<file path="src/core/smc_params.svh">
`ifndef SMC_PARAMS_SVH
`define SMC_PARAMS_SVH
// Register byte offsets
`define SMC_CTRL_OFS 4'h0
`define SMC_STAT_OFS 4'h4
`define SMC_IRQ_OFS 4'h8
`define SMC_MASK_OFS 4'hC
// Control field positions
`define SMC_STOPEN_BIT 0
`define SMC_DETEN_BIT 1
`define SMC_DETSTOP_BIT 2
`define SMC_PWRDN_BIT 3
`define SMC_DETRST_BIT 4
`define SMC_REFON_BIT 5
`define SMC_CTRL_W 6
`define SMC_CTRL_RST 6'h00
// Interrupt status field positions
`define SMC_EV_STOP 0
`define SMC_EV_WAKE 1
`define SMC_EV_ILL 2
`define SMC_EV_DET 3
`define SMC_EV_W 4
`define SMC_MASK_RST 4'h0
// Wake source codes, highest priority first
`define SMC_WK_NONE 4'h0
`define SMC_WK_RSTPIN 4'h1
`define SMC_WK_DETRST 4'h2
`define SMC_WK_IRQ 4'h3
`define SMC_WK_PORTA 4'h4
`define SMC_WK_PORTB 4'h5
`define SMC_WK_PORTD 4'h6
`define SMC_WK_WARN 4'h7
`define SMC_WK_ADC 4'h8
`define SMC_WK_RTC 4'h9
`define SMC_WK_SCI 4'hA
`endif

</file>
<file path="src/core/smc_pkg.sv">
package smc_pkg;
    // Power state, one-hot
    typedef enum logic [2:0] {
        SMC_RUN = 3'b001,
        SMC_LIGHT = 3'b010,
        SMC_DEEP = 3'b100
    } smc_state_t;
endpackage : smc_pkg

</file>
<file path="src/core/smc_stop_control.sv">
// Register access over Wishbone and the register addresses were left to the implementer.
`timescale 1ns/1ps
`include "smc_params.svh"
// Function
// (RULE1) Stop disabled: stop gives illegal-opcode reset
// (RULE2) Debug enabled: light stop, clocks kept running
// (RULE3) Both detect bits: light stop, regulator on
// (RULE4) Otherwise power-down bit picks deep or light
// (RULE5) Stop halts clocks; reference clocks optional
// (RULE6) Debug enable written only by debug commands
// (RULE7) Light stop retains registers, RAM, pin levels
// (RULE8) Reset pin or pin interrupts end light stop
// (RULE9) Detector reset, warning, ADC, RTC, SCI wake
// (RULE10) Reset pin exit gives full reset
// (RULE11) Interrupt exit resumes at that vector
// (RULE12) Detector trips interrupt or reset as set
// (RULE13) Software keeps detector on for ADC
module smc_stop_control
    import smc_pkg::*;
(
    // Clock and reset
    input wire logic clk,
    input wire logic rst,
    // Wishbone slave
    input wire logic wb_cyc_i,
    input wire logic wb_stb_i,
    input wire logic wb_we_i,
    input wire logic [3:0] wb_adr_i,
    input wire logic [3:0] wb_sel_i,
    input wire logic [31:0] wb_dat_i,
    output logic [31:0] wb_dat_o,
    output logic wb_ack_o,
    // CPU core
    input wire logic stopExec,
    output logic illegalOpReset,
    output logic resetRequest,
    output logic wakeInterrupt,
    output logic [3:0] wakeSource,
    // Debug controller command port
    input wire logic dbgCmdWrite,
    input wire logic dbgCmdData,
    output logic debugModeEnable,
    // Wake sources
    input wire logic resetPin,
    input wire logic irqPin,
    input wire logic [7:0] portAPinIrq,
    input wire logic [7:0] portBPinIrq,
    input wire logic [7:0] portDPinIrq,
    input wire logic lowVoltageWarnIrq,
    input wire logic adcDoneIrq,
    input wire logic rtcIrq,
    input wire logic sciRxIrq,
    input wire logic supplyBelowThreshold,
    // Power control
    output logic coreClockEnable,
    output logic refClockEnable,
    output logic regulatorActive,
    output logic retainHold,
    output logic deepStopEnter,
    output logic irq
);
    // ************************************************
    // Registers
    // ************************************************
    smc_state_t state_reg, state_next;
    logic [`SMC_CTRL_W-1:0] ctrl_reg;
    logic [`SMC_EV_W-1:0] irqStat_reg, irqStat_next, irqMask_reg;
    logic dbgEn_reg, keepDbg_reg, keepReg_reg, lowPrev_reg;
    logic ack_reg, illegal_reg, resetReq_reg, wakeIrq_reg;
    logic [3:0] wakeSrc_reg;
    logic [31:0] rdData_reg;

    // ************************************************
    // Bus decode
    // ************************************************
    wire busReq = wb_cyc_i & wb_stb_i & ~ack_reg;
    wire wrLane0 = busReq & wb_we_i & wb_sel_i[0];
    wire rdAcc = busReq & ~wb_we_i;
    wire hitCtrl = (wb_adr_i == `SMC_CTRL_OFS);
    wire hitIrq = (wb_adr_i == `SMC_IRQ_OFS);
    wire hitMask = (wb_adr_i == `SMC_MASK_OFS);
    wire irqRead = rdAcc & hitIrq;
    wire [31:0] rdMux =
        hitCtrl ? {26'h0, ctrl_reg} :
        (wb_adr_i == `SMC_STAT_OFS) ?
            {24'h0, dbgEn_reg, state_reg, wakeSrc_reg} :
        hitIrq ? {28'h0, irqStat_reg} :
        hitMask ? {28'h0, irqMask_reg} : 32'h0;

    // Control fields
    wire stopEn = ctrl_reg[`SMC_STOPEN_BIT];
    wire detEn = ctrl_reg[`SMC_DETEN_BIT];
    wire detStopEn = ctrl_reg[`SMC_DETSTOP_BIT];
    wire pwrDownSel = ctrl_reg[`SMC_PWRDN_BIT];
    wire detRstMode = ctrl_reg[`SMC_DETRST_BIT];
    wire refOn = ctrl_reg[`SMC_REFON_BIT];
    wire inRun = (state_reg == SMC_RUN);
    wire inLight = (state_reg == SMC_LIGHT);
    wire inDeep = (state_reg == SMC_DEEP);

    // ************************************************
    // Stop mode selection
    // ************************************************
    wire stopTaken = stopExec & inRun;
    // (RULE1) disabled stop traps
    wire selIllegal = stopTaken & ~stopEn;
    // (RULE2) debug forces light stop
    wire selDbg = stopTaken & stopEn & dbgEn_reg;
    // (RULE3) detector keeps regulator
    wire selReg = stopTaken & stopEn & ~dbgEn_reg & detEn & detStopEn;
    // (RULE4) power-down bit selects depth
    wire selDeep = stopTaken & stopEn & ~dbgEn_reg
        & ~(detEn & detStopEn) & pwrDownSel;
    wire selLight = stopTaken & stopEn & ~selDeep;

    // ************************************************
    // Low-voltage detection
    // ************************************************
    // (RULE12) trip on falling supply
    wire detArmed = detEn & (inRun | detStopEn);
    wire detTrip = detArmed & supplyBelowThreshold & ~lowPrev_reg;
    wire detReset = detTrip & detRstMode;
    wire detIrq = detTrip & ~detRstMode;

    // ************************************************
    // Wake source priority
    // ************************************************
    // (RULE8) reset pin and pin interrupts
    // (RULE9) detector and peripheral wakes
    wire [3:0] wakeCode =
        resetPin ? `SMC_WK_RSTPIN :
        detReset ? `SMC_WK_DETRST :
        irqPin ? `SMC_WK_IRQ :
        (|portAPinIrq) ? `SMC_WK_PORTA :
        (|portBPinIrq) ? `SMC_WK_PORTB :
        (|portDPinIrq) ? `SMC_WK_PORTD :
        lowVoltageWarnIrq ? `SMC_WK_WARN :
        adcDoneIrq ? `SMC_WK_ADC :
        rtcIrq ? `SMC_WK_RTC :
        sciRxIrq ? `SMC_WK_SCI : `SMC_WK_NONE;
    wire wakeAny = (wakeCode != `SMC_WK_NONE);
    wire wakeIsReset = resetPin | detReset;
    wire lightWake = inLight & wakeAny;
    wire deepWake = inDeep & resetPin;

    // ************************************************
    // Next state
    // ************************************************
    always_comb begin
        state_next = state_reg;
        case (state_reg)
            SMC_RUN: begin
                if (selDeep) begin
                    state_next = SMC_DEEP;
                end else if (selLight) begin
                    state_next = SMC_LIGHT;
                end
            end
            SMC_LIGHT: begin
                if (wakeAny) begin
                    state_next = SMC_RUN;
                end
            end
            SMC_DEEP: begin
                if (resetPin) begin
                    state_next = SMC_RUN;
                end
            end
            default: state_next = SMC_RUN;
        endcase
    end

    // Sticky events, set wins over read clear
    always_comb begin
        irqStat_next = irqRead ? '0 : irqStat_reg;
        irqStat_next[`SMC_EV_STOP] |= selLight | selDeep;
        irqStat_next[`SMC_EV_WAKE] |= lightWake & ~wakeIsReset;
        irqStat_next[`SMC_EV_ILL] |= selIllegal;
        irqStat_next[`SMC_EV_DET] |= detIrq;
    end

    // ************************************************
    // Sequential state
    // ************************************************
    // State and wake bookkeeping
    always_ff @(posedge clk) begin
        if (rst) begin
            state_reg <= SMC_RUN;
            keepDbg_reg <= 1'b0;
            keepReg_reg <= 1'b0;
            lowPrev_reg <= 1'b0;
        end else begin
            state_reg <= state_next;
            lowPrev_reg <= supplyBelowThreshold;
            if (stopTaken) begin
                keepDbg_reg <= selDbg;
                keepReg_reg <= selReg;
            end
        end
    end

    // CPU side pulses and held wake source
    always_ff @(posedge clk) begin
        if (rst) begin
            illegal_reg <= 1'b0;
            resetReq_reg <= 1'b0;
            wakeIrq_reg <= 1'b0;
            wakeSrc_reg <= `SMC_WK_NONE;
        end else begin
            illegal_reg <= selIllegal;
            // (RULE10) reset pin fully resets
            resetReq_reg <= selIllegal | resetPin | detReset;
            // (RULE11) interrupt wake, no reset
            wakeIrq_reg <= lightWake & ~wakeIsReset;
            if (lightWake | deepWake) begin
                wakeSrc_reg <= wakeCode;
            end
        end
    end

    // (RULE6) debug enable via debug port only
    always_ff @(posedge clk) begin
        if (rst) begin
            dbgEn_reg <= 1'b0;
        end else if (dbgCmdWrite) begin
            dbgEn_reg <= dbgCmdData;
        end
    end

    // Software registers
    always_ff @(posedge clk) begin
        if (rst) begin
            ctrl_reg <= `SMC_CTRL_RST;
            irqMask_reg <= `SMC_MASK_RST;
            irqStat_reg <= '0;
        end else begin
            irqStat_reg <= irqStat_next;
            if (wrLane0 & hitCtrl) begin
                ctrl_reg <= wb_dat_i[`SMC_CTRL_W-1:0];
            end
            if (wrLane0 & hitMask) begin
                irqMask_reg <= wb_dat_i[`SMC_EV_W-1:0];
            end
        end
    end

    // Bus answer, one cycle after request
    always_ff @(posedge clk) begin
        if (rst) begin
            ack_reg <= 1'b0;
            rdData_reg <= 32'h0;
        end else begin
            ack_reg <= busReq;
            if (rdAcc) begin
                rdData_reg <= rdMux;
            end
        end
    end

    // ************************************************
    // Outputs
    // ************************************************
    assign wb_ack_o = ack_reg;
    assign wb_dat_o = rdData_reg;
    assign illegalOpReset = illegal_reg;
    assign resetRequest = resetReq_reg;
    assign wakeInterrupt = wakeIrq_reg;
    assign wakeSource = wakeSrc_reg;
    assign debugModeEnable = dbgEn_reg;
    // (RULE5) clocks halt in stop except debug light stop; refOn keeps ref clock
    assign coreClockEnable = inRun | (inLight & keepDbg_reg);
    assign refClockEnable = inRun | refOn | (inLight & keepDbg_reg);
    // (RULE3) regulator held in light stop kept by detector or debug
    assign regulatorActive = inRun
        | (inLight & (keepReg_reg | keepDbg_reg));
    // (RULE7) hold state in light stop
    assign retainHold = inLight;
    assign deepStopEnter = inDeep;
    assign irq = |(irqStat_reg & irqMask_reg);

    // ************************************************
    // Assertions
    // ************************************************
    // (RULE1) trap check
    ill_trap_a: assert property (@(posedge clk) disable iff (rst) // RULE1
        stopExec && inRun && !stopEn
        |=> illegalOpReset && resetRequest && inRun)
        else $error("disabled stop did not trap");
    // (RULE2) debug stop keeps clocks
    dbg_clock_a: assert property (@(posedge clk) disable iff (rst) // RULE2
        stopExec && inRun && stopEn && dbgEn_reg
        |=> inLight && coreClockEnable)
        else $error("debug stop lost clocks");
    // (RULE3) regulator kept
    reg_keep_a: assert property (@(posedge clk) disable iff (rst) // RULE3
        stopExec && inRun && stopEn && !dbgEn_reg && detEn && detStopEn
        |=> inLight && regulatorActive && !coreClockEnable)
        else $error("regulator not kept in stop");
    // (RULE4) deep selection
    deep_sel_a: assert property (@(posedge clk) disable iff (rst) // RULE4
        stopExec && inRun && stopEn && !dbgEn_reg && !(detEn && detStopEn)
        |=> (pwrDownSel ? deepStopEnter : retainHold))
        else $error("wrong stop depth");
    // (RULE5) clocks off in plain stop
    clk_halt_a: assert property (@(posedge clk) disable iff (rst) // RULE5
        !inRun && !keepDbg_reg |-> !coreClockEnable
        && (refClockEnable == refOn))
        else $error("clock running in stop");
    // (RULE6) bus cannot change debug enable
    dbg_guard_a: assert property (@(posedge clk) disable iff (rst) // RULE6
        !dbgCmdWrite |=> $stable(debugModeEnable))
        else $error("debug enable changed without command");
    // (RULE8) pin wake leaves light stop
    pin_wake_a: assert property (@(posedge clk) disable iff (rst) // RULE8
        inLight && (irqPin || |portBPinIrq) && !resetPin && !detReset
        |=> inRun && wakeInterrupt ##1 !wakeInterrupt)
        else $error("pin wake missed");
    // (RULE10) reset pin exit
    rst_exit_a: assert property (@(posedge clk) disable iff (rst) // RULE10
        inLight && resetPin |=> resetRequest && !wakeInterrupt
        && wakeSource == `SMC_WK_RSTPIN)
        else $error("reset pin exit wrong");
    // (RULE11) vector of waking interrupt
    vec_src_a: assert property (@(posedge clk) disable iff (rst) // RULE11
        inLight && !resetPin && !detReset && !irqPin
        && !(|portAPinIrq) && !(|portBPinIrq) && !(|portDPinIrq)
        && !lowVoltageWarnIrq && adcDoneIrq
        |=> wakeSource == `SMC_WK_ADC && !resetRequest)
        else $error("wrong wake vector");
    // (RULE12) detector in interrupt mode
    det_irq_a: assert property (@(posedge clk) disable iff (rst) // RULE12
        detEn && inRun && !detRstMode && $rose(supplyBelowThreshold)
        |=> irqStat_reg[`SMC_EV_DET])
        else $error("detector event lost");
    cv_light_c: cover property (@(posedge clk) inLight ##1 wakeInterrupt);
    cv_deep_c: cover property (@(posedge clk) inDeep ##1 resetRequest);
    cv_ill_c: cover property (@(posedge clk) illegalOpReset);
    cv_irq_c: cover property (@(posedge clk) irq && irqRead);
endmodule : smc_stop_control

</file>
<file path="config.mk">
export PLATFORM = sky130hd
export DESIGN_NAME = smc_stop_control
export DESIGN_NICKNAME = d
export VERILOG_FILES = /design/src/core/smc_pkg.sv /design/src/core/smc_stop_control.sv
export VERILOG_INCLUDE_DIRS = /design/src /design/src/core
export SDC_FILE = /design/constraint.sdc
export NUM_CORES = 1
export LEC_CHECK = 0
export BUFFER_PORTS_ARGS = -buffer_cell sky130_fd_sc_hd__buf_2
export CORE_UTILIZATION = 46
export CTS_CLUSTER_DIAMETER = 30
export DETAILED_ROUTE_END_ITERATION = 16
export PLACE_DENSITY_LB_ADDON = 0.3
export SLEW_MARGIN = 0
export SYNTH_ARGS = -nofsm -noshare
export SYNTH_HDL_FRONTEND = slang
export SYNTH_SLANG_ARGS = --single-unit
export TNS_END_PERCENT = 5
</file>
<file path="constraint.sdc">
create_clock -name clk -period 3.4 [get_ports clk]
set_input_delay 0 -clock clk [delete_from_list [all_inputs] [get_ports clk]]
set_output_delay 0 -clock clk [all_outputs]
set_load 0.05 [all_outputs]
</file>
After elaboration in Yosys (flattened, before gate mapping). Index checks and enable logic that the tools add are counted. W data, S select, Z words.

Bitwise logic cells: 54. Multiplexer cells: 20. Equality and inequality tests: 9. Reductions and logical operators: 7.

Operators with widths (number): $mux W4 (13); $and A1 B1 Y1 (29); $reduce_or A8 Y1 (3); $mux W8 (2); $or A1 B1 Y1 (15); $mux W3 (4); $not A1 Y1 (9); $pmux W3 S3 (1); $eq A4 B4 Y1 const B (2); $and A4 B4 Y4 (1); $eq A4 B3 Y1 const B (1); $logic_not A4 Y1 (1); $reduce_bool A4 Y1 (1); $reduce_or A4 Y1 (1); $eq A3 B1 Y1 const B (1); $eq A3 B2 Y1 const B (1); $eq A3 B3 Y1 const B (1); $ne A3 B1 Y1 const B (1); $reduce_and A3 Y1 (1); $ne A2 B1 Y1 const B (1); $ne A2 B2 Y1 const B (1).

Flip-flop bits (word level): 61. Input port bits: 79. Output and inout bits: 47. Word-level logic and storage cells: 104.

Longest topological paths before layout. Gate-level depths: netlist of the first run.

Depth after elaboration: 14. Gate-level depth with buffers: 7. Depth with buffers taken out: 7.

Worst setup path before layout of the first run. Ideal clock, no wire load.

Path kind: reg-to-reg. From: register state_reg[2]. To: register wakeSrc_reg[0], in the netlist wakeSource[0]. Data required time: 3.297 ns. Stages on the path, launching flop included: 6. Setup time: 0.103 ns. Setup slack: 0.838 ns. Path buffers: 0. Clock period less this slack: 2.562 ns. Arrival time: 2.459 ns. Cell sequence: dfxtp_1 -> nor3b_1 -> a21oi_1 -> a41oi_2 -> nor2_1 -> a2111oi_2.

RTL lines: start: declaration (line smc_stop_control.sv:65) `smc_state_t state_reg, state_next;`; start signal: assignment (line smc_stop_control.sv:193) `state_reg <= state_next;`; $eq A3 B3 Y1 (line smc_stop_control.sv:99) `wire inDeep = (state_reg == SMC_DEEP);`; via deepStopEnter (line smc_stop_control.sv:59) `output logic deepStopEnter,`; $and A1 B1 Y1 (line smc_stop_control.sv:144) `wire deepWake = inDeep & resetPin;`; $or A1 B1 Y1 (line smc_stop_control.sv:215) `if (lightWake | deepWake) begin`; end signal: assignment (line smc_stop_control.sv:208) `` wakeSrc_reg <= `SMC_WK_NONE; ``; end signal: assignment (line smc_stop_control.sv:216) `wakeSrc_reg <= wakeCode;`; end: declaration (line smc_stop_control.sv:70) `logic [3:0] wakeSrc_reg;`.

The timed path passes the listed nets, and every way through them passes these cells. A chain may end at the register's enable or synchronous reset.

Final worst setup path of the first run.
From: register state_reg[0]. To: register state_reg[1].

Word-level cells in the longest chain between the ends: 11.

RTL lines: $eq A3 B1 Y1 (line smc_stop_control.sv:97, smc_stop_control.sv:151); $or A1 B1 Y1 (line smc_stop_control.sv:120) `wire detArmed = detEn & (inRun | detStopEn);`; $and A1 B1 Y1 (line smc_stop_control.sv:120); $and A1 B1 Y1 (2 in series) (line smc_stop_control.sv:121) `wire detTrip = detArmed & supplyBelowThreshold & ~lowPrev_reg;`; $and A1 B1 Y1 (line smc_stop_control.sv:122) `wire detReset = detTrip & detRstMode;`; $mux W4 (no line) (2 in series); $reduce_bool A4 Y1 (no line); $ne A2 B1 Y1 (no line); $reduce_and A3 Y1 (no line).

Several ways; a longest one is shown, not always the timed one.

==> results of run 1 <==
-- synthesized netlist by cell type, types with 2 or more instances --
cell type  instances  share of area (%)
nand4_1            2               0.62
o21ai_0            4               0.99
nand2_1           11                2.0
o211ai_1           2               0.74
a22o_2             4                2.0
nand3b_1           3                1.1
buf_2              2               0.50
buf_4             24                8.9
nor4_1             4                1.2
mux2_2             4                2.2
a211oi_1           7                2.6
a32oi_1            2               0.87
mux2i_1           11                5.5
nand4b_1           2               0.87
dfxtp_1           37                 37
nand3_1            4               0.99
a22oi_1            8                3.0
and4_1             2               0.87
nor2_1            33                6.1
nor4_2             4                2.5
inv_1              4               0.74
clkbuf_1           5               0.93
nor3_1             3               0.74
a2111oi_2          2                1.5
a21oi_1           13                3.2
nand2b_1           3               0.93
a32o_1             2               0.99
nor2b_1            3               0.93
-- routing by layer --
metal	wire length, microns	track usage [%]
met4	67	10.9
met5	0	0
met2	2220	34.3
met3	301	5.33
met1	2020	26.7
-- repair_timing --
item                                   CTS  global route
endpoints found under the hold margin   12             0
hold buffers                             9             0
resized for setup                        0             0
-- cell type report --
type / count / area (sq um)
clock inverter: 2 / 37.5
inverter: 5 / 18.8
fill: 384 / 1590
tap: 50 / 62.6
multi-input combinational: 174 / 1130
clock buffer: 6 / 82.6
sequential: 37 / 741
timing repair buffer: 82 / 458
-- cell usage in the layout (no fill, tap or decap), drive strengths merged, types with 6 or more instances in the layout --
cell,n
buf,73
dfxtp,37
nor2,33
conb,24
a21oi,13
nand2,11
mux2i,11
dlygate4sd3,9
nor4,9
a22oi,8
a211oi,7
clkbuf,6
-- metrics by stage --
| stage | setup slack (ns) | power, W | instance area (sq um) | util [%] | hold WS [ns] |
|---|---|---|---|---|---|
| final | 1.61 | 0.00105 | 2530 | 61.4 | 0.0204 |
| after global routing | 1.47 | 0.00110 | 2530 | 61.4 | 0.0275 |
| after CTS | 1.63 | 0.00105 | 2530 | 61.4 | 0.0137 |
| after detailed placement | 1.66 | 0.000651 | 2320 | 56.3 | 0.228 |
| after global placement | 1.65 | 0.000649 | 2320 | 56.3 | 0.221 |
| after floorplan | 0.838 | 0.000621 | 2110 | - | 0.128 |
-- tightest hold or removal path, stage by stage --
cell and delay (ns):
buf_2 0.08, nor4_2 0.04, nand3_1 0.08, a2111oi_2 0.06
-- how the worst min path moves through the flow --
| stage | end | slack, ns |
|---|---|---|
| after floorplan | lowPrev_reg | 0.13 |
| after global placement | lowPrev_reg | 0.22 |
| after detailed placement | lowPrev_reg | 0.23 |
| after CTS | wakeSource[0] | 0.01 |
| after global routing | keepDbg_reg | 0.03 |
| final | wakeSource[0] | 0.02 |
-- power groups by stage --
stage	Combinational [W]	Clock, W	Sequential [W]
floorplan	0.000142	0	0.000479
global placement	0.000191	0	0.000458
detailed placement	0.000192	0	0.000458
CTS	0.000201	0.000405	0.000448
global route	0.000217	0.000429	0.000450
finish	0.000202	0.000397	0.000449
-- cells by family (layout without fill, tap and decap cells) --
| group | after synthesis | after routing | synth area share [%] |
|---|---|---|---|
| buf+inv | 37 | 95 | 11.8 |
| other cells | 1 | 24 | 0.186 |
| mux | 15 | 15 | 7.68 |
| flops | 37 | 37 | 36.7 |
| compound gates | 49 | 49 | 18.5 |
| simple gates | 86 | 86 | 25.1 |
==> results.py, run 1 <==
metrics = {
    "outcome": {
        "status": "completed",
    },
    "detailed_routing": {
        "via_count": 1855,
        "drcViolationCount": 0,
        "vias_per_cell": 5.21,
        "ant_nets": 0,
        "wl_per_cell_microns": 12.9,
        "first_iter_violations": 111,
        "dr.pass1.iters": 5,
        "wirelength_mm": 4.61,
    },
    "critical_path": {
        "arrival_ns": 1.94,
        "r2r_end": "state_reg[1]",
        "cp.required_ns": 3.55,
        "critPathCapture": "state_reg[1]",
        "crit_slowest_cell": "nor3b_4",
        "slowest_delay_ns": 0.44,
        "cp-start-kind": "flop",
        "reg2reg_slack_ns": 1.61,
        "setup.worst_path.start": "state_reg[0]",
        "end_kind": "flop",
        "r2r_start": "state_reg[0]",
        "path_class": "flop to flop",
        "cp_max_fo": 10,
        "critPathTopFamily": "simple AND/OR/NAND/NOR gates",
        "path_cells": "nor3b_4, nand2_1, a211o_1, a32oi_1, a2111oi_2",
        "path_depth": 5,
        "reg2reg_depth": 5,
        "crit_buf_inv": 0,
    },
    "placed_design": {
        "post-dp-hpwl_mm": 3.36,
        "dpl.cell_count": 339,
        "globalplace.congestion": 0.832,
        "portBuffers": 72,
    },
    "clock_network": {
        "cts-root-buf": "clkbuf_8",
        "h-tree-depth": 2,
        "cts_sinks": 37,
        "cts_tree": "done",
        "post-cts-setup-buffers": 0,
        "clk_pin_slew_ns": 0.07,
        "numCtsBuffers": 5,
        "clock_latency_ns": 0.29,
        "cts.path.max_buffers": 2,
    },
    "timing": {
        "slew_viol_final": 0,
        "worst_pin_slew_ns": 0.674,
        "period_needed_ns": 1.79,
        "fin_tns_setup_ns": 0,
        "rsz0062_at_grt": "false",
        "clock_skew_ns": 0.00176,
        "period_share_pct": 52.8,
        "hold_viol_final": 0,
        "max_freq_mhz": 557,
        "relSlewSlack_pct": 55.1,
        "setup_viol": 0,
    },
    "finish": {
        "largest_reg_flops": 8,
        "drive_gt1_share_pct": 34.0,
        "syn_to_final_growth_pct": 25.1,
        "final_cells": 356,
        "diodes": 0,
        "final_nets": 384,
    },
    "logic_synthesis": {
        "synth-edff-count": 0,
        "synth-main-ff-cell": "dfxtp_1",
        "synthArstFlopShare_pct": 0,
        "yosysWarnings": 0,
        "synth_cells": 225,
        "ys_seq_area_share_pct": 36.7,
        "synth-seq-cells": 37,
        "synth_area_sq_um": 2020,
        "syn_avg_cell_area_sq_um": 8.98,
        "netlist-cell-type-count": 48,
    },
    "worst_hold_path": {
        "hold_class": "primary input to flop",
        "min_path_cells": 4,
        "hold_start": "portAPinIrq[6]",
    },
    "power_and_ir_drop": {
        "p_leak_nw": 1.07,
        "intPower_w": 0.000734,
        "power_density_nw_per_um2": 415,
        "switching_share_pct": 29.9,
        "peakVddDrop_mv": 0.215,
        "p_comb_share_pct": 19.3,
        "seq_power_share_pct": 42.8,
        "pwr-share-clk_pct": 37.9,
        "switching_power_w": 0.000313,
    },
    "global_route": {
        "grt_antenna_before_repair": 0,
        "overflow": 0,
        "grt_pass1_vias": 1611,
        "grt_first_pass_wirelength_mm": 7.25,
        "grtUsageTotal_pct": 21.5,
        "grt_start_max_net_pins": 37,
    },
    "floorplan": {
        "rows": 23,
        "die-height_microns": 68.3,
        "design.core.area_sq_um": 4120,
        "die_area_sq_um": 4660,
        "pin_count": 126,
        "die_x_microns": 68.3,
        "start_util_pct": 49.1,
    },
    "flow_run": {
        "drv_cap": 0,
    },
}
Power figures use the tool's default switching activity.
==> run 2, diff against run 1 <==
ABC_AREA = 1   (was unset)
CORE_UTILIZATION = 39   (was 46)
clock period = 1.6 ns   (was 3.4 ns; I/O delays follow)
==> run 2 against run 1 <==
  * Worst setup slack got worse by 1.5 ns
  * Clock power increased by 57%
  * Clock skew up 0.0011 ns
  * Largest cell class unchanged
==> results.py, run 2 <==
metrics = {
    "logic_synthesis": {
        "netlist-cell-type-count": 28,
        "synthArstFlopShare_pct": 0,
        "synth-seq-cells": 37,
        "synth_top_cells_by_area": "dfxtp_1 37%, buf_4 8.9%, nand2_1 8.0%",
        "yosysWarnings": 0,
        "synth_cells": 284,
        "synth_top_area_share_pct": 36.6,
        "synth_area_sq_um": 2020,
        "synth-main-ff-cell": "dfxtp_1",
        "ys_seq_area_share_pct": 36.6,
        "syn_avg_cell_area_sq_um": 7.13,
        "synth-edff-count": 0,
        "synth_top_cell_by_area": "dfxtp_1",
        "synth_common_cells": "43 x nand2_1, 43 x nor2_1, 37 x dfxtp_1",
    },
    "flow_run": {
        "drv_cap": 0,
    },
    "power_and_ir_drop": {
        "p_comb_share_pct": 19.0,
        "pwr-share-clk_pct": 32.1,
        "power_w": 0.00194,
        "switching_share_pct": 30.9,
        "peakVddDrop_mv": 0.491,
        "p_leak_nw": 1.24,
        "seq_power_share_pct": 48.9,
        "switching_power_w": 0.000599,
        "power_density_nw_per_um2": 740,
        "intPower_w": 0.00134,
    },
    "placed_design": {
        "placed_area_sq_um": 2420,
        "post-dp-hpwl_mm": 3.73,
        "preCtsSetupSlack_ns": 0.111,
        "globalplace.congestion": 0.858,
        "portBuffers": 72,
    },
    "critical_path": {
        "path_cells": "nor2_2, nand2_4, nand2_2, nand3_2, nand2_1, inv_2, nand3_4, nand3_4, nand2_4, nand3_1, nand2_1, nor2_1",
        "arrival_ns": 1.62,
        "cp_max_fo": 6,
        "critPathTopFamily": "simple AND/OR/NAND/NOR gates",
        "path_class": "flop to flop",
        "crit_buf_inv": 1,
        "cp.required_ns": 1.78,
        "slowest_delay_ns": 0.34,
        "crit_slowest_cell": "dfxtp_1",
        "end_kind": "flop",
        "cp-start-kind": "flop",
    },
    "detailed_routing": {
        "via_count": 2037,
        "ant_nets": 0,
        "drcViolationCount": 0,
        "wirelength_mm": 4.84,
        "vias_per_cell": 4.59,
        "wl_per_cell_microns": 10.9,
        "dr.pass1.iters": 4,
        "first_iter_violations": 155,
    },
    "timing": {
        "period_needed_ns": 1.45,
        "slew_viol_final": 0,
        "period_share_pct": 90.3,
        "worst_pin_slew_ns": 0.607,
        "fin_ws_ns": 0.155,
        "setup_viol": 0,
        "relSlewSlack_pct": 59.5,
        "max_freq_mhz": 692,
        "rsz0062_at_grt": "false",
        "hold_viol_final": 0,
        "clock_skew_ns": 0.00287,
    },
    "clock_network": {
        "cts_tree": "done",
        "clk_pin_slew_ns": 0.07,
        "cts_sinks": 37,
        "cts-root-buf": "clkbuf_8",
        "clock_latency_ns": 0.28,
        "numCtsBuffers": 5,
        "cts.path.max_buffers": 2,
        "h-tree-depth": 2,
    },
    "global_route": {
        "grtUsageTotal_pct": 19.6,
        "overflow": 0,
        "grt_pass1_vias": 1849,
        "grt_first_pass_wirelength_mm": 8.15,
        "grt_antenna_before_repair": 0,
        "grt_start_max_net_pins": 22,
    },
    "floorplan": {
        "pin_count": 126,
        "die_x_microns": 74.0,
        "die_area_sq_um": 5480,
        "rows": 25,
        "start_util_pct": 41.8,
        "die-height_microns": 74.0,
        "design.core.area_sq_um": 4850,
    },
    "finish": {
        "diodes": 0,
        "postLayoutCoreUtil_pct": 54.0,
        "final_common_cell": "buf_2",
        "final_nets": 455,
        "drive_gt1_share_pct": 31.6,
        "most-common-layout-cells": "71 x buf_2, 43 x nand2_1, 43 x nor2_1, 36 x dfxtp_1, 30 x a21oi_1",
        "regArea_sq_um": 742,
        "multi_input_area_sq_um": 1060,
        "final_cell_area_sq_um": 2620,
        "syn_to_final_growth_pct": 29.4,
        "fillers": 476,
        "largest_reg_flops": 8,
    },
    "outcome": {
        "status": "completed",
    },
    "worst_hold_path": {
        "hold_class": "primary input to flop",
    },
}
[run 2: cell types whose count changed in the layout (fill, tap and decap cells not counted), sizes merged, moves of 7 or more]
| cell | change |
|---|---|
| o21ai | +15 |
| nor4 | -9 |
| nor2 | +18 |
| nand3 | +11 |
| mux2i | -11 |
| nand2 | +38 |
| buf | +7 |
| a21oi | +18 |
| a211oi | -7 |
| inv | +29 |
[run 2: final timing paths]
| check | start | endpoint | slack (ns) | depth (start not counted) |
|---|---|---|---|---|
| max | state_reg[2] | wakeSource[3] | 0.15 | 12 |
| min | wb_stb_i | wb_ack_o | 0.04 | 5 |
| max reg2reg | state_reg[2] | wakeSource[3] | 0.15 | 12 |
| min reg2reg | keepReg_reg | keepReg_reg | 0.47 | 2 |
[run 2: kinds of logic after synthesis]
kind of cell,count (synthesis),share of synthesized area [%]
and+or+nand+nor,125,31.0
buffers and inverters,62,16.0
AOI/OAI and AO/OA,59,16.3
DFF,37,36.6
other,1,0.185
[run 2: cell type report]
type / count / area share, %
timing repair buffer: 90 / 19.9
clock buffer: 6 / 2.77
tap: 67 / 3.20
clock inverter: 2 / 0.382
inverter: 34 / 4.87
sequential: 37 / 28.3
multi-input combinational: 208 / 40.6
[run 2: what timing repair did]
item,CTS,global route
setup buffers,0,2
hold buffers,9,0
setup endpoints to repair,3,6
cloned,0,0
resized for setup,1,2
pin swaps,0,1
hold endpoints to repair,12,0
[run 2: through the flow]
stage | std cells | hold WS [ns] | TNS [ns]
final | 444 | 0.0353 | 0
after global routing | 444 | 0.0998 | 0
after CTS | 442 | 0.0314 | 0
after detailed placement | 425 | 0.199 | 0
after global placement | 425 | 0.190 | 0
after floorplan | 307 | 0.0935 | -0.0763
[run 2: worst register-to-register path: stages, from the launching register on]
cell and delay [ns]:
dfxtp_1 0.34, nor2_2 0.17, nand2_4 0.07, nand2_2 0.07
nand3_2 0.10, nand2_1 0.09, inv_2 0.06, nand3_4 0.08
nand3_4 0.09, nand2_4 0.10, nand3_1 0.07, nand2_1 0.06
nor2_1 0.05
[run 2: routing by layer]
layer,share of wire (%),GRT usage (%)
met5,0,0
met3,5.3,4.47
met4,0.76,4.49
met1,47,25.6
met2,47,32.7
[run 2: power groups by stage]
stage	combinational [W]	sequential, W	clock (W)
3_5_place_dp	0.000349	0.000969	0
3_3_place_gp	0.000347	0.000968	0
5_1_grt	0.000399	0.000949	0.000677
4_1_cts	0.000366	0.000948	0.000635
2_1_floorplan	0.000251	0.00101	0
6_report	0.000368	0.000948	0.000622
==> run 3, diff against run 2 <==
ABC_AREA = unset   (was 1)
REMOVE_ABC_BUFFERS = 1   (was unset)
==> run 3 against run 2 <==
  * Utilization grew 1.4 points
  * Worst setup slack lost 0.090 ns
  * Global-route usage shrank 1.6 points
  * Non-clock buffer count grew 7
  * Sequential cell count is the same
  * Sequential share of layout area shrank 0.57 points
  * Combinational power grew 26%
  * Critical path type unchanged
  * Largest cell class unchanged
  * Highest routed layer unchanged
==> results.py, run 3 (synthesis gave the netlist of run 1 again) <==
metrics = {
    "finish": {
        "diodes": 0,
        "final_nets": 399,
        "most-common-layout-cells": "69 x buf_2, 35 x dfxtp_1, 32 x nor2_1, 24 x conb_1, 15 x buf_4",
        "final_common_cell": "buf_2",
        "largest_reg_flops": 8,
        "drive_gt1_share_pct": 39.1,
        "regArea_sq_um": 746,
        "multi_input_area_sq_um": 1160,
        "syn_to_final_growth_pct": 33.0,
        "fillers": 486,
        "postLayoutCoreUtil_pct": 55.4,
    },
    "floorplan": {
        "die_x_microns": 74.0,
        "design.core.area_sq_um": 4850,
        "rows": 25,
        "pin_count": 126,
        "die_area_sq_um": 5470,
        "start_util_pct": 41.7,
        "die-height_microns": 74.0,
    },
    "detailed_routing": {
        "dr_wl_met2_mm": 2.14,
        "ant_nets": 0,
        "first_iter_violations": 52,
        "highest_layer": "met4",
        "vias_per_cell": 4.88,
        "dr_wl_met3_microns": 309,
        "wirelength_mm": 4.72,
        "via_count": 1890,
        "drcViolationCount": 0,
        "wl_per_cell_microns": 12.2,
        "dr.pass1.iters": 4,
        "met1Wirelength_mm": 2.21,
    },
    "power_and_ir_drop": {
        "peakVddDrop_mv": 0.340,
        "power_w": 0.00207,
        "switching_share_pct": 31.3,
        "power_density_nw_per_um2": 770,
        "intPower_w": 0.00142,
        "seq_power_share_pct": 46.1,
        "switching_power_w": 0.000647,
        "p_comb_share_pct": 22.4,
        "pwr-share-clk_pct": 31.6,
        "p_leak_nw": 1.14,
    },
    "global_route": {
        "grt_first_pass_wirelength_mm": 7.47,
        "grt_start_max_net_pins": 22,
        "overflow": 0,
        "grt_antenna_before_repair": 0,
        "grt_pass1_vias": 1653,
        "grtUsageTotal_pct": 18.0,
    },
    "clock_network": {
        "h-tree-depth": 2,
        "cts.path.max_buffers": 2,
        "cts-root-buf": "clkbuf_8",
        "numCtsBuffers": 5,
        "cts_tree": "done",
        "clock_latency_ns": 0.29,
        "cts_sinks": 37,
        "clk_pin_slew_ns": 0.07,
    },
    "timing": {
        "rsz0062_at_grt": "true",
        "period_needed_ns": 1.53,
        "clock_skew_ns": 0.00609,
        "hold_viol_final": 0,
        "slew_viol_final": 0,
        "setup_viol": 0,
        "period_share_pct": 95.9,
        "max_freq_mhz": 652,
    },
    "critical_path": {
        "critPathTopFamily": "compound AO/OA/AOI/OAI gates",
        "crit_slowest_cell": "dfxtp_2",
        "cp.required_ns": 1.76,
        "arrival_ns": 1.70,
        "path_class": "flop to flop",
        "cp-start-kind": "flop",
        "cp_max_fo": 6,
        "reg2reg_depth": 5,
        "end_kind": "flop",
        "crit_buf_inv": 0,
        "slowest_delay_ns": 0.36,
        "path_cells": "nor3b_4, nand2_1, a211o_1, a32oi_2, a2111oi_2",
        "path_depth": 5,
    },
    "flow_run": {
        "drv_cap": 0,
    },
    "outcome": {
        "status": "completed",
    },
    "placed_design": {
        "post-dp-hpwl_mm": 3.69,
        "portBuffers": 72,
        "globalplace.congestion": 0.832,
    },
    "worst_hold_path": {
        "hold_class": "primary input to flop",
        "min_path_cells": 4,
    },
}
-- run 3: final timing paths --
path         slack (ns)             to           start
max                0.07   state_reg[1]    state_reg[1]
min reg2reg        0.47    wb_dat_o[7]     wb_dat_o[7]
min                0.03  wakeSource[0]  portAPinIrq[6]
max reg2reg        0.07   state_reg[1]    state_reg[1]
-- run 3: routing by layer --
layer  global-route usage (%)  vias up
met5                        0        -
met4                     5.77        0
met3                     5.01        5
met2                     30.1       81
met1                     22.3      840
li1                         -      964
-- run 3: power groups by stage --
stage | Clock [W] | Combinational, W | Sequential [W]
2_1_floorplan | 0 | 0.000235 | 0.00102
4_1_cts | 0.000672 | 0.000447 | 0.000954
3_5_place_dp | 0 | 0.000425 | 0.000975
6_report | 0.000653 | 0.000463 | 0.000954
5_1_grt | 0.000713 | 0.000493 | 0.000956
3_3_place_gp | 0 | 0.000421 | 0.000974
-- run 3: per-stage QoR --
step	instances	setup TNS, ns	setup slack, ns	hold WS [ns]	instance area (sq um)
floorplan	216	-7.35	-0.962	0.0689	1890
global placement	369	0	0.0677	0.233	2430
detailed placement	369	0	0.0319	0.242	2430
CTS	386	0	0.0106	0.0299	2630
global route	387	-0.0358	-0.0358	0.0562	2690
finish	387	0	0.0653	0.0344	2690
-- run 3: what timing repair did --
action,CTS,global route
hold buffers,9,0
setup buffers,1,1
hold endpoints to repair,12,0
setup endpoints to repair,3,6
gates resized for setup,5,13
pin swaps,0,3
-- run 3: cell type report --
type | instances | share of cell area, %
Tap cell | 67 | 3.12
Inverter | 5 | 0.699
Clock buffer | 7 | 3.21
Sequential cell | 37 | 27.8
Multi-Input combinational cell | 174 | 43.1
Timing Repair Buffer | 97 | 22.1
-- run 3: worst min-delay path: cells and delay by family --
kind | cells | cell delay, ns
AND/OR/NAND/NOR | 2 | 0.12
buffers and inverters | 1 | 0.08
AO/OA/AOI/OAI | 1 | 0.06
